## src/rtl/spd_consts.svh

```systemverilog
// Constants for the presence-detect EEPROM serial slave engine.
// Assumes a 50 MHz system clock; included by bare name.
`ifndef SPD_CONSTS_SVH
`define SPD_CONSTS_SVH

// Select byte layout
`define SEL_TYPE_HI     7
`define SEL_TYPE_LO     4
`define SEL_CS_HI       3
`define SEL_CS_LO       1
`define SEL_RW_BIT      0
`define TYPE_MEM        4'hA
`define TYPE_PROT       4'h6
`define CS_SET_PROT     3'h1
`define CS_CLR_PROT     3'h3

// Array geometry
`define MEM_DEPTH       256
`define ADDR_W          8
`define DATA_W          8
`define PAGE_BITS       4
`define LOW_HALF_BIT    7
`define MEM_RESET       8'hFF

// Receive and transmit bit counts
`define BITS_PER_BYTE   4'h8
`define BIT_LAST_IN     4'h7

// Write cycle timing: time in microseconds, clock in MHz
`define CLK_MHZ         50
`define TW_US           5000
`define WR_PACE_CYC     4'hF

// Page buffer
`define PAGE_DEPTH      16
`define FIFO_W          16

`endif

```

## src/rtl/spd_pkg.sv

```systemverilog
// Types shared by the presence-detect EEPROM serial slave engine.
// Assumes nothing beyond the constants header.
package spd_pkg;

    // Byte engine states
    typedef enum logic [2:0] {
        ST_IDLE, ST_RX, ST_RX_ACK, ST_TX, ST_TX_ACK, ST_BUSY
    } state_t;

    // Meaning of the byte being received
    typedef enum logic [1:0] {KIND_SEL, KIND_ADDR, KIND_DATA} kind_t;

    // Instruction selected by the select byte
    typedef enum logic [1:0] {OP_MEM, OP_SWP, OP_CWP, OP_PERMANENT_PROTECT_CMD} op_t;

endpackage

```

## src/rtl/spd_eeprom_i2c_slave.sv

```systemverilog
// Two-wire slave engine of a 256-byte presence-detect EEPROM, with a
// page buffer FIFO and a two-flop synchroniser.
// Assumes serial lines arrive asynchronously and are sampled at 50 MHz;
// protection state is mirrored out for an outside non-volatile store.
//
// How it works
// - Select type 1010 reaches the array, 0110 reaches protection settings.
// - Array and permanent-protect selects respond only when chip-select bits equal the three pin levels.
// - Select byte bit 0 is direction: one reads, zero writes.
// - Matching select byte acknowledged in slot nine; mismatch goes standby.
// - Write guard high blocks every write; master holds it steady.
// - Software protection blocks lower half; guard low otherwise permits.
// - Protection state kept non-volatile, reloaded after power returns.
// - Set and clear protect use byte-write frame, high voltage on pin0.
// - Permanent protect locks lower 128 bytes forever.
// - Once locked, protection-settings select bytes are never acknowledged.
// - Write: acknowledge select, acknowledge address, then take data.
// - Write cycle starts only on Stop right after a data acknowledge.
// - During the write cycle both lines are ignored.
// - Protected data byte gets no acknowledge and memory is unchanged.
// - Page write of one to sixteen bytes commits in one cycle.
// - Page write increments only low four address bits.
// - Busy device withholds select acknowledge; acknowledges when done.
// - Reads work whatever the protection state.
// - Random read: address write without Stop, restart, read one byte.
// - Current read outputs byte at counter then increments counter.
// - Sequential read: master acknowledge gives next byte, wraps to zero.
// - Master no-acknowledge after a read byte ends transfer to standby.
// - Set uses chip bits 001, clear 011, permanent uses pin levels.
`timescale 1ns/10ps
`include "spd_consts.svh"

// Two-flop synchroniser for a group of asynchronous levels
module sync_2ff #(
    parameter int           W   = 1,
    parameter logic [W-1:0] RST = '0
) (
    input  wire logic         clk,
    input  wire logic         arst_n,
    input  wire logic [W-1:0] d,
    output logic      [W-1:0] q
);
    logic [W-1:0] meta_r;

    // First flop feeds only the second one
    always_ff @(posedge clk or negedge arst_n) begin
        if (!arst_n) begin
            meta_r <= RST; // Idle level, so no false edge after reset
            q      <= RST;
        end else begin
            meta_r <= d;
            q      <= meta_r;
        end
    end
endmodule // sync_2ff

// Flop-based FIFO with valid and ready on both sides
module page_fifo #(
    parameter int W = 16,
    parameter int D = 16
) (
    input  wire logic         clk,
    input  wire logic         arst_n,
    input  wire logic         clr,
    input  wire logic         in_valid,
    output logic              in_ready,
    input  wire logic [W-1:0] in_data,
    output logic              out_valid,
    input  wire logic         out_ready,
    output logic      [W-1:0] out_data
);
    localparam int AW = $clog2(D);
    logic [W-1:0]  mem_r [D];
    logic [AW-1:0] wp_r;
    logic [AW-1:0] rp_r;
    logic [AW:0]   cnt_r;
    logic          push;
    logic          pop;

    assign in_ready  = (cnt_r != (AW+1)'(D));
    assign out_valid = (cnt_r != '0);
    assign out_data  = mem_r[rp_r];
    assign push      = in_valid && in_ready;
    assign pop       = out_valid && out_ready;

    // Storage needs no reset; pointers decide what is valid
    always_ff @(posedge clk) begin
        if (push) begin
            mem_r[wp_r] <= in_data;
        end
    end

    // Pointers and fill count; clear drops everything
    always_ff @(posedge clk or negedge arst_n) begin
        if (!arst_n) begin
            wp_r  <= '0;
            rp_r  <= '0;
            cnt_r <= '0;
        end else if (clr) begin
            wp_r  <= '0;
            rp_r  <= '0;
            cnt_r <= '0;
        end else begin
            if (push) begin
                wp_r <= wp_r + 1'b1;
            end
            if (pop) begin
                rp_r <= rp_r + 1'b1;
            end
            cnt_r <= cnt_r + (AW+1)'(push) - (AW+1)'(pop);
        end
    end
endmodule // page_fifo

module spd_eeprom_i2c_slave #(
    parameter int unsigned TW_CYCLES = `TW_US * `CLK_MHZ
) (
    // Clock and reset
    input  wire logic clk,
    input  wire logic arst_n,
    // Serial bus, open drain data
    input  wire logic scl_in,
    input  wire logic sda_in,
    output logic      sda_out,
    output logic      sda_oe,
    // Straps and guard
    input  wire logic chip_sel_pin0,
    input  wire logic chip_sel_pin1,
    input  wire logic chip_sel_pin2,
    input  wire logic high_voltage_level,
    input  wire logic write_guard_n,
    // Non-volatile protection image
    input  wire logic nv_soft_prot_init,
    input  wire logic nv_perm_prot_init,
    output logic      soft_prot,
    output logic      perm_prot,
    // Status
    output logic      write_busy
);
    spd_pkg::state_t state_r;
    spd_pkg::kind_t  kind_r;
    spd_pkg::op_t    op_r;
    spd_pkg::op_t    op_nxt;
    logic [6:0]  syn;
    logic        scl_s, sda_s, guard_s, hv_s;
    logic [2:0]  pins_s;
    logic        scl_d_r, sda_d_r;
    logic        scl_rise, scl_fall, start_c, stop_c;
    logic [7:0]  shreg_r;
    logic [3:0]  bitcnt_r;
    logic        ack_r, rw_r, armed_r, loaded_r;
    logic [7:0]  addr_r;
    logic [7:0]  mem_r [`MEM_DEPTH];
    logic [23:0] tw_cnt_r;
    logic [3:0]  pace_r;
    logic        byte_end, rel_ack, tx_load, ack_now, begin_wr, wr_done;
    logic        low_locked, mem_ok, sel_mem, swp_ok, cwp_ok, permanent_protect_cmd_ok;
    logic        data_push, f_in_ready, f_out_valid, f_pop;
    logic [15:0] f_out_data;

    // Serial lines start at their released high level
    sync_2ff #(.W(7), .RST(7'h60)) u_sync (
        .clk    (clk),
        .arst_n (arst_n),
        .d      ({scl_in, sda_in, write_guard_n, chip_sel_pin2,
                  chip_sel_pin1, chip_sel_pin0, high_voltage_level}),
        .q      (syn)
    );
    assign {scl_s, sda_s, guard_s, pins_s, hv_s} = syn;

    // Delayed copies of synchronised lines for edge finding
    always_ff @(posedge clk or negedge arst_n) begin
        if (!arst_n) begin
            scl_d_r <= 1'b1;
            sda_d_r <= 1'b1;
        end else begin
            scl_d_r <= scl_s;
            sda_d_r <= sda_s;
        end
    end

    // Bus events; start and stop need the clock high on both samples
    assign scl_rise = scl_s && !scl_d_r;
    assign scl_fall = !scl_s && scl_d_r;
    assign start_c  = scl_s && scl_d_r && sda_d_r && !sda_s;
    assign stop_c   = scl_s && scl_d_r && !sda_d_r && sda_s;

    // Select byte decode, on the complete received byte
    assign sel_mem = shreg_r[7:4] == `TYPE_MEM
                  && shreg_r[3:1] == pins_s;
    assign swp_ok  = shreg_r[3:1] == `CS_SET_PROT && hv_s
                  && !pins_s[1] && !pins_s[2] && !soft_prot;
    assign cwp_ok  = shreg_r[3:1] == `CS_CLR_PROT && hv_s
                  && pins_s[1] && !pins_s[2];
    assign permanent_protect_cmd_ok = shreg_r[3:1] == pins_s;

    // Lower half locked by software or permanent protection
    assign low_locked = (soft_prot || perm_prot)
                     && !addr_r[`LOW_HALF_BIT];
    // A full page buffer also refuses, so overruns are not silent
    assign mem_ok = !guard_s && !low_locked && f_in_ready;

    // Acknowledge decision for the byte just received
    always_comb begin
        ack_now = 1'b0;
        op_nxt  = spd_pkg::OP_MEM;
        case (kind_r)
            spd_pkg::KIND_SEL: begin
                if (sel_mem) begin
                    ack_now = 1'b1;
                end else if (shreg_r[7:4] == `TYPE_PROT && !perm_prot
                             && !shreg_r[0]) begin
                    if (swp_ok) begin
                        ack_now = 1'b1;
                        op_nxt  = spd_pkg::OP_SWP;
                    end else if (cwp_ok) begin
                        ack_now = 1'b1;
                        op_nxt  = spd_pkg::OP_CWP;
                    end else if (permanent_protect_cmd_ok) begin
                        ack_now = 1'b1;
                        op_nxt  = spd_pkg::OP_PERMANENT_PROTECT_CMD;
                    end
                end
            end
            spd_pkg::KIND_ADDR: begin
                ack_now = 1'b1;
            end
            default: begin
                ack_now = (op_r == spd_pkg::OP_MEM) ? mem_ok : !guard_s;
            end
        endcase
    end

    assign byte_end  = state_r == spd_pkg::ST_RX && scl_fall
                    && bitcnt_r == `BITS_PER_BYTE;
    assign rel_ack   = state_r == spd_pkg::ST_RX_ACK && scl_fall;
    assign tx_load   = (rel_ack && kind_r == spd_pkg::KIND_SEL && ack_r
                        && rw_r)
                    || (state_r == spd_pkg::ST_TX_ACK && scl_fall
                        && ack_r);
    assign data_push = byte_end && kind_r == spd_pkg::KIND_DATA
                    && op_r == spd_pkg::OP_MEM && ack_now;
    assign begin_wr  = stop_c && armed_r
                    && state_r != spd_pkg::ST_BUSY;
    assign f_pop     = state_r == spd_pkg::ST_BUSY && pace_r == '0;
    assign wr_done   = state_r == spd_pkg::ST_BUSY && !f_out_valid
                    && tw_cnt_r >= 24'(TW_CYCLES - 1);

    // Byte engine: receive, acknowledge, transmit, busy
    always_ff @(posedge clk or negedge arst_n) begin
        if (!arst_n) begin
            state_r  <= spd_pkg::ST_IDLE;
            kind_r   <= spd_pkg::KIND_SEL;
            op_r     <= spd_pkg::OP_MEM;
            shreg_r  <= 8'h00;
            bitcnt_r <= 4'h0;
            ack_r    <= 1'b0;
            rw_r     <= 1'b0;
            armed_r  <= 1'b0;
            sda_oe   <= 1'b0;
        end else if (state_r == spd_pkg::ST_BUSY) begin
            sda_oe <= 1'b0;
            if (wr_done) begin
                state_r <= spd_pkg::ST_IDLE;
            end
        end else if (begin_wr) begin
            state_r <= spd_pkg::ST_BUSY;
            armed_r <= 1'b0;
            sda_oe  <= 1'b0;
        end else if (stop_c) begin
            state_r <= spd_pkg::ST_IDLE;
            armed_r <= 1'b0;
            sda_oe  <= 1'b0;
        end else if (start_c) begin
            state_r  <= spd_pkg::ST_RX;
            kind_r   <= spd_pkg::KIND_SEL;
            bitcnt_r <= 4'h0;
            armed_r  <= 1'b0;
            sda_oe   <= 1'b0;
        end else begin
            case (state_r)
                spd_pkg::ST_RX: begin
                    if (scl_rise && bitcnt_r != `BITS_PER_BYTE) begin
                        shreg_r  <= {shreg_r[6:0], sda_s};
                        bitcnt_r <= bitcnt_r + 4'h1;
                    end else if (byte_end) begin
                        ack_r   <= ack_now;
                        sda_oe  <= ack_now;
                        state_r <= spd_pkg::ST_RX_ACK;
                        if (kind_r == spd_pkg::KIND_SEL) begin
                            rw_r <= shreg_r[`SEL_RW_BIT];
                            op_r <= op_nxt;
                        end
                    end else if (scl_fall && bitcnt_r != 4'h0) begin
                        // Stop sits in the slot after the ack; a clock
                        // fall ending that slot means more data follows
                        armed_r <= 1'b0;
                    end
                end
                spd_pkg::ST_RX_ACK: begin
                    if (rel_ack) begin
                        sda_oe   <= 1'b0;
                        bitcnt_r <= 4'h0;
                        state_r  <= spd_pkg::ST_RX;
                        if (kind_r == spd_pkg::KIND_SEL) begin
                            if (!ack_r) begin
                                state_r <= spd_pkg::ST_IDLE;
                            end else if (rw_r) begin
                                state_r  <= spd_pkg::ST_TX;
                                shreg_r  <= mem_r[addr_r];
                                sda_oe   <= !mem_r[addr_r][7];
                                bitcnt_r <= 4'h1;
                            end else begin
                                kind_r <= spd_pkg::KIND_ADDR;
                            end
                        end else begin
                            kind_r  <= spd_pkg::KIND_DATA;
                            armed_r <= kind_r == spd_pkg::KIND_DATA
                                    && ack_r;
                        end
                    end
                end
                spd_pkg::ST_TX: begin
                    if (scl_fall) begin
                        if (bitcnt_r == `BITS_PER_BYTE) begin
                            sda_oe  <= 1'b0;
                            state_r <= spd_pkg::ST_TX_ACK;
                        end else begin
                            sda_oe   <= !shreg_r[6];
                            shreg_r  <= {shreg_r[6:0], 1'b0};
                            bitcnt_r <= bitcnt_r + 4'h1;
                        end
                    end
                end
                spd_pkg::ST_TX_ACK: begin
                    if (scl_rise) begin
                        ack_r <= !sda_s;
                    end else if (scl_fall) begin
                        if (ack_r) begin
                            state_r  <= spd_pkg::ST_TX;
                            shreg_r  <= mem_r[addr_r];
                            sda_oe   <= !mem_r[addr_r][7];
                            bitcnt_r <= 4'h1;
                        end else begin
                            state_r <= spd_pkg::ST_IDLE;
                        end
                    end
                end
                default: begin
                    sda_oe <= 1'b0;
                end
            endcase
        end
    end

    // Address counter; page writes only move the low nibble
    always_ff @(posedge clk or negedge arst_n) begin
        if (!arst_n) begin
            addr_r <= 8'h00;
        end else if (byte_end && kind_r == spd_pkg::KIND_ADDR
                     && op_r == spd_pkg::OP_MEM) begin
            addr_r <= shreg_r;
        end else if (data_push) begin
            addr_r <= {addr_r[7:4], addr_r[3:0] + 4'h1};
        end else if (tx_load) begin
            addr_r <= addr_r + 8'h01;
        end
    end

    page_fifo #(.W(`FIFO_W), .D(`PAGE_DEPTH)) u_page (
        .clk       (clk),
        .arst_n    (arst_n),
        .clr       ((stop_c && !begin_wr && state_r != spd_pkg::ST_BUSY)
                    || (start_c && state_r != spd_pkg::ST_BUSY)),
        .in_valid  (data_push),
        .in_ready  (f_in_ready),
        .in_data   ({addr_r, shreg_r}),
        .out_valid (f_out_valid),
        .out_ready (f_pop),
        .out_data  (f_out_data)
    );

    // Array commit from the page buffer during the write cycle
    always_ff @(posedge clk or negedge arst_n) begin
        if (!arst_n) begin
            for (int i = 0; i < `MEM_DEPTH; i++) begin
                mem_r[i] <= `MEM_RESET;
            end
        end else if (f_pop && f_out_valid) begin
            mem_r[f_out_data[15:8]] <= f_out_data[7:0];
        end
    end

    // Write-cycle timer and pacing enable for buffer drain
    always_ff @(posedge clk or negedge arst_n) begin
        if (!arst_n) begin
            tw_cnt_r <= 24'h000000;
            pace_r   <= 4'h0;
            write_busy <= 1'b0;
        end else begin
            write_busy <= begin_wr
                       || (state_r == spd_pkg::ST_BUSY && !wr_done);
            if (begin_wr) begin
                tw_cnt_r <= 24'h000000;
                pace_r   <= `WR_PACE_CYC;
            end else if (state_r == spd_pkg::ST_BUSY) begin
                pace_r <= (pace_r == '0) ? `WR_PACE_CYC : pace_r - 4'h1;
                if (tw_cnt_r != 24'hFFFFFF) begin
                    tw_cnt_r <= tw_cnt_r + 24'h000001;
                end
            end
        end
    end

    // Protection state; reloaded once from the outside store
    always_ff @(posedge clk or negedge arst_n) begin
        if (!arst_n) begin
            loaded_r  <= 1'b0;
            soft_prot <= 1'b0;
            perm_prot <= 1'b0;
        end else if (!loaded_r) begin
            loaded_r  <= 1'b1;
            soft_prot <= nv_soft_prot_init || nv_perm_prot_init;
            perm_prot <= nv_perm_prot_init;
        end else if (begin_wr) begin
            case (op_r)
                spd_pkg::OP_SWP:  soft_prot <= 1'b1;
                spd_pkg::OP_CWP:  soft_prot <= perm_prot;
                spd_pkg::OP_PERMANENT_PROTECT_CMD: begin
                    soft_prot <= 1'b1;
                    perm_prot <= 1'b1;
                end
                default: soft_prot <= soft_prot;
            endcase
        end
    end

    // Data output is always a pulled-low drive
    always_ff @(posedge clk or negedge arst_n) begin
        if (!arst_n) begin
            sda_out <= 1'b0;
        end else begin
            sda_out <= 1'b0;
        end
    end
endmodule // spd_eeprom_i2c_slave

```

## config.mk

```make
export PLATFORM = sky130hd
export DESIGN_NAME = spd_eeprom_i2c_slave
export DESIGN_NICKNAME = d
export VERILOG_FILES = /design/src/rtl/spd_pkg.sv /design/src/rtl/spd_eeprom_i2c_slave.sv
export VERILOG_INCLUDE_DIRS = /design/src /design/src/rtl
export SDC_FILE = /design/constraint.sdc
export NUM_CORES = 2
export LEC_CHECK = 0
export BUFFER_PORTS_ARGS = -buffer_cell sky130_fd_sc_hd__buf_2
export CAP_MARGIN = 20
export CORE_MARGIN = 2
export CORE_UTILIZATION = 40
export DETAILED_ROUTE_END_ITERATION = 16
export MAX_ROUTING_LAYER = met4
export PLACE_DENSITY = 0.55
export SETUP_SLACK_MARGIN = 0.4
export SLEW_MARGIN = 20
export SYNTH_ARGS = -nofsm -noshare
export SYNTH_HDL_FRONTEND = slang
export SYNTH_SLANG_ARGS = --single-unit
```

## constraint.sdc

```tcl
create_clock -name clk -period 4.29 [get_ports clk]
set_input_delay 0.6435 -clock clk [delete_from_list [all_inputs] [get_ports clk]]
set_output_delay 0.6435 -clock clk [all_outputs]
set_load 0.01 [all_outputs]
```

* Word level (Yosys, flattened, before mapping)
Memory sizes are Yosys's and may differ from the RTL's.
Cells that the tools add are included.
** Word-level totals
- Register bits :: 2140
- Latch bits :: 0
- Bits in writable memories :: 256
- ROM bits :: 0
- Output and inout bits :: 5
- Logic and storage cells :: 575
- Memories :: 1
** Memories
- u_page.mem_r :: depth 16, width 16, rd ports 1, clocked after memory_dff 0, wr ports 1, RTL line spd_eeprom_i2c_slave.sv:73 : logic [W-1:0] mem_r [D];
** Operators by class
- Add/sub/neg operators :: 9
- $mul :: 0
- Div/mod/pow operators :: 0
- Magnitude comparators :: 4
- Equal/unequal tests :: 60
- Shifts and indexed selects :: 0
- Multiplexer cells :: 113
- Bitwise gates (word level) :: 7
- Reductions and logical operators :: 101
** Operators with widths (number)
- $bwmux 2048 :: 1
- $mux 8 :: 16
- $mux 24 :: 3
- $bmux 8 s8 :: 1
- $demux 8 s8 :: 1
- $mux 4 :: 15
- $logic_and 1x1->1 :: 48
- $mux 1 :: 40
- $mux 3 :: 12
- $ne 6x5->1 const B :: 6
- $pmux 8 s4 :: 1
- $mux 2 :: 15
- $ne 3x3->1 const B :: 9
- $ne 2x2->1 const B :: 13
- $ne 5x5->1 const B :: 5
- $add 24x1->24 const B :: 1
- $ge 24x18->1 const B :: 1
- $ne 24x24->1 const B :: 1
- $reduce_and 7->1 :: 3
- $ge 9x9->1 const B :: 2
- $not 8->9 :: 2
- $logic_not 1->1 :: 17
- $add 4x1->4 const B :: 4
- $pmux 4 s4 :: 1
- 37 further kinds :: 76

* Depth between registers and ports, before layout
- Depth in word-level cells :: 16
- Mapped depth :: 13
- Mapped depth without buffers :: 13

* By module
A second synthesis with hierarchy kept.
** Unflattened totals
- Cells, all modules :: 7184
- Area, all modules :: 111989.9 um^2
** By module, submodules not included
- spd_eeprom_i2c_slave :: instances 1, cells an instance 6603, area each 100651.5 um^2, sequential area each 55440.7 um^2
- page_fifo :: instances 1, cells an instance 567, area each 10983.0 um^2, sequential area each 8012.7 um^2
- sync_2ff :: instances 1, cells an instance 14, area each 355.3 um^2, sequential area each 355.3 um^2

* Worst setup path after synthesis
OpenSTA, ideal clock, no wires.
- Path type :: register -> register
- From :: reg addr_r[0]
- To :: reg shreg_r[1]
- Library setup time :: 0.130 ns
- Arrival time :: 3.393 ns
- Data required time :: 4.160 ns
- Slack :: 0.767 ns
- Cell stages (with the launch flop) :: 12
- Path buffers :: 6
- Cell sequence :: dfrtp_1 -> buf_2 -> buf_2 -> buf_2 -> buf_2 -> buf_2 -> buf_2 -> mux4_2 -> a221oi_1 -> o211ai_1 -> nand4_1 -> nand4_1
** On the way
- Cells in the longest elaborated chain, start to end :: 9
- Elaborated cells on any way between the ends :: 12
- Those cells by class :: 11 x mux; 1 x bitwise
** Ends and longest elaborated chain
- start: declaration :: RTL line spd_eeprom_i2c_slave.sv:152 : logic [7:0] addr_r;
- start signal: assignment :: RTL line spd_eeprom_i2c_slave.sv:362 : addr_r <= shreg_r;
- start signal: assignment :: RTL line spd_eeprom_i2c_slave.sv:364 : addr_r <= {addr_r[7:4], addr_r[3:0] + 4'h1};
- start signal: assignment :: RTL line spd_eeprom_i2c_slave.sv:366 : addr_r <= addr_r + 8'h01;
- $not 8->9 (implied by the code) (*) :: RTL line spd_eeprom_i2c_slave.sv:310, spd_eeprom_i2c_slave.sv:341
- $bmux 8 s8 (*) :: RTL line spd_eeprom_i2c_slave.sv:310, spd_eeprom_i2c_slave.sv:341
- $mux 8 (implied by the code) (*) (2 in a row) :: RTL line spd_eeprom_i2c_slave.sv:310, spd_eeprom_i2c_slave.sv:341
- $mux 8 :: RTL line spd_eeprom_i2c_slave.sv:308 : end else if (rw_r) begin
- $mux 8 :: RTL line spd_eeprom_i2c_slave.sv:306 : if (!ack_r) begin
- $mux 8 :: RTL line spd_eeprom_i2c_slave.sv:305 : if (kind_r == spd_pkg::KIND_SEL) begin
- $mux 8 :: RTL line spd_eeprom_i2c_slave.sv:301 : if (rel_ack) begin
- $pmux 8 s4 (*) :: RTL line spd_eeprom_i2c_slave.sv:281 : case (state_r)
- end signal: assignment :: RTL line spd_eeprom_i2c_slave.sv:284 : shreg_r <= {shreg_r[6:0], sda_s};
- end signal: assignment :: RTL line spd_eeprom_i2c_slave.sv:310 : shreg_r <= mem_r[addr_r];
- end signal: assignment :: RTL line spd_eeprom_i2c_slave.sv:330 : shreg_r <= {shreg_r[6:0], 1'b0};
- end: declaration :: RTL line spd_eeprom_i2c_slave.sv:149 : logic [7:0] shreg_r;
Every way passes the cells marked *; elsewhere a longest branch is shown, timed or not. The select of a mux whose other input is x is not followed.
A chain may end at the register's enable or synchronous reset.

* Worst setup path after layout
- From :: reg addr_r[1]
- To :: reg shreg_r[7]
The elaborated chain is that of the path after synthesis.

==> run summary <==
DRC: 0
Yosys reg bits: 2396
Type of the tightest min-delay check: reg -> reg
First-pass iteration count of the detailed router: 6
Slew headroom: 24.5%
Layout net count: 7173
First-pass GRT wire length: 494000 um
Die X: 538 um
Max clock buf depth: 4
Utilization after layout: 46.2%
Mux share of post-synthesis cell area: 34.3%
Maximum number of pins on one net before global-route repair: 154
Yosys top cell area share: 47.4%
Total grt overflow: 0
Vias/cell: 5.75
I/O Pins: 16
Lkg Pwr: 52.2 nW
Area contributors post-synth: dfstp_2, mux2_2, mux4_2, edfxtp_1, mux2_4
Peak supply drop: 277 uV
Total power: 52.9 mW
CP Capture Type: flip-flop
Worst-path clk slew: 60 ps
Row cnt: 195
Clock power share: 45.6%
Die height: 538 um
Sw Share: 25.3%
Fraction of the cycle the final worst path needs: 89.6%
Crit-path max FO: 37
Global-route met2 utilization: 36.3%
Minimum clock period: 3840 ps
Most used routing layer in global routing: met2
Mapped cell area: 0.114 sq mm
GR Util All Layers: 24.0%
Die area: 0.289 sq mm
Final setup viols: 0
CTS tree: built
Fin. max-slew vios: 0
Num CTS Buffers: 275
Vias in the first global route: 67000
Final Cell Area: 0.131 sq mm
Status: finished clean
P_int: 39.5 mW
Most common cell after layout, fill and taps aside: dfstp_2
Xor-xnor portion of the synthesized cell area: 0.277%
Reg2Reg Depth: 11
Initial core utilization: 40.3%
Switching power: 13.4 mW
Global Route met3 Usage: 3.31%
H-tree Lvls: 5
Most frequent cells in the layout: dfstp_2, mux2_2, mux4_2
Routed WL: 336000 um
Sequential area share after synthesis: 56.0%
Clock tree root buffer cell: clkbuf_16
Iteration-0 DRC Markers: 4483
Cells after Synth: 6939
Hold Crit Depth: 0
Post-synth ARST share: 89.3%
Worst setup margin: 448 ps
Share of layout cells above drive strength 1: 75.7%
RSZ-0062 raised after global routing: no
Mean Syn Cell Area: 16.4 sq um
Largest family of logic cells by synthesized area: multiplexers
Yosys cell types: 94
Initial antenna violation count: 15
Synth Area in Compound Gates: 2.24%
Placed cell area: 0.121 sq mm
Pre-CTS setup slack: -7.73 ps
Synth Warn #: 0
Pwr dens: 405 mW/mm^2
Kind of critical path: reg -> reg
Leading area contributor after synthesis: dfstp_2
Max_cap viols: 0
Final setup TNS: 0 ps
Sequential share of power: 44.5%
Worst-skew pair later-pin latency: 920 ps
Final ANT Viol Nets: 0
Main synth FF type: dfstp_2
Syn_nets: 6967
RePlAce Congestion: 0.902
Area growth syn-to-layout: 14.7%
Slew @ Worst Pin: 1130 ps
Startpoint type of the worst setup path: flip-flop
Drt wl/cell: 30.2 um
Final hold vios: 0
IO Port Bufs: 14
Core area: 0.283 sq mm
Layout Skew: 77.3 ps
CTS Sinks: 2396
Via count: 63800
EDFF count, synth: 256
Met1 Use GR: 33.6%
CP arrival: 4610 ps
Comb pwr share: 9.9%
Post-synthesis adder-cell area fraction: 0.193%
Fmax: 260 MHz
WP data required: 5060 ps
Detailed placement HPWL: 218000 um
Synth Area in Simple Gates: 4.80%
==> worst paths after layout <==
path,startpoint,endpoint,slack [ps]
max,addr_r[1]$_DFFE_PN0P_,shreg_r[7]$_DFFE_PN0P_,450
min,u_sync.meta_r[6]$_DFF_PN1_,u_sync.q[6]$_DFF_PN1_,360
max reg2reg,addr_r[1]$_DFFE_PN0P_,shreg_r[7]$_DFFE_PN0P_,450
min reg2reg,u_sync.meta_r[6]$_DFF_PN1_,u_sync.q[6]$_DFF_PN1_,360
max in group asynchronous,arst_n,mem_r[2005]$_DFFE_PN1P_,2380
min in group asynchronous,arst_n,addr_r[5]$_DFFE_PN0P_,480
==> power groups by stage <==
stage                     logic (mW)  registers [mW]  clock network (mW)
after floorplan                 2.99            23.8                   0
after global placement          5.22            23.9                   0
after detailed placement        5.26            23.9                   0
after CTS                       5.35            23.5                24.7
after global routing            5.65            23.6                25.6
final                           5.25            23.6                24.1
==> layer usage <==
layer | share of wire, % | up-vias
li1 | - | 26500
met1 | 46 | 35300
met2 | 46 | 1558
met3 | 4.9 | 510
met4 | 3.2 | 0
met5 | 0 | -
==> through the flow <==
step	instances	hold WS (ps)
after floorplan	6939	331
after global placement	10600	343
after detailed placement	10600	336
after CTS	11100	319
after global routing	11100	365
final	11100	358
==> logic make-up (layout without fill, tap and decap cells) <==
family / count (synthesis) / in the layout
flip-flops: 2396 / 2396
adder cells (fa/ha/maj): 17 / 17
AND/OR/NAND/NOR: 753 / 753
multiplexers: 2803 / 2803
other: 2 / 5
XOR/XNOR: 36 / 36
buffers and inverters: 556 / 978
AO/OA/AOI/OAI: 376 / 376
==> what timing repair did <==
item,4_1_cts,5_1_grt
hold buffers,10,0
setup endpoints to repair,719,510
hold endpoints to repair,14,0
pin swaps,2,7
setup buffers,11,14
gates cloned,1,0
resized for setup,12,13
==> final cells by class <==
type / count / area [sq um]
fillers: 24100 / 152000
clock inverters: 99 / 1290
well taps: 3743 / 4680
clock buffers: 394 / 7930
diodes: 3 / 7.51
repair buffers: 451 / 4900
flip-flops and latches: 2396 / 63800
inverters: 34 / 139
multi-input cells: 3987 / 47900
==> synthesized netlist by cell type (all sizes together) (10+ instances only) <==
cell type and instances:
nor3 49, a22oi 25, o31ai 10, clkbuf 331, nor2 220, buf 191
dfrtp 86, a21oi 81, nand2b 24, ha 16, or2 15, edfxtp 256
nand4 15, nand2 263, o21ai 72, mux2i 156, o221ai 26, mux2 2060
a31oi 15, xnor2 23, or3 12, inv 33, a211oi 10, xor2 13
and3 12, mux4 587, nand3 39, o22ai 34, and2 33, a221oi 17
dfstp 2054, nor2b 37, o211ai 12
==> registers in the layout, indices dropped and copies added (netlist names), 2 cells and up <==
| register | cells |
|---|---|
| addr_r | 8 |
| bitcnt_r | 4 |
| kind_r | 2 |
| mem_r | 2048 |
| op_r | 2 |
| pace_r | 4 |
| shreg_r | 8 |
| state_r | 3 |
| tw_cnt_r | 24 |
| u_page.cnt_r | 5 |
| u_page.mem_r | 256 |
| u_page.rp_r | 4 |
| u_page.wp_r | 4 |
| u_sync.meta_r | 7 |
| u_sync.q | 7 |
==> worst max-delay path, stage by stage (launching register included) <==
cell,delay (ps)
dfrtp_4,870
buf_12,300
buf_12,300
mux4_2,530
nor2b_1,350
nor3_1,180
o31ai_1,280
buf_4,210
a22oi_1,110
nor3_1,200
buf_4,210
o221ai_1,110
(Power assumes the default switching activity.)
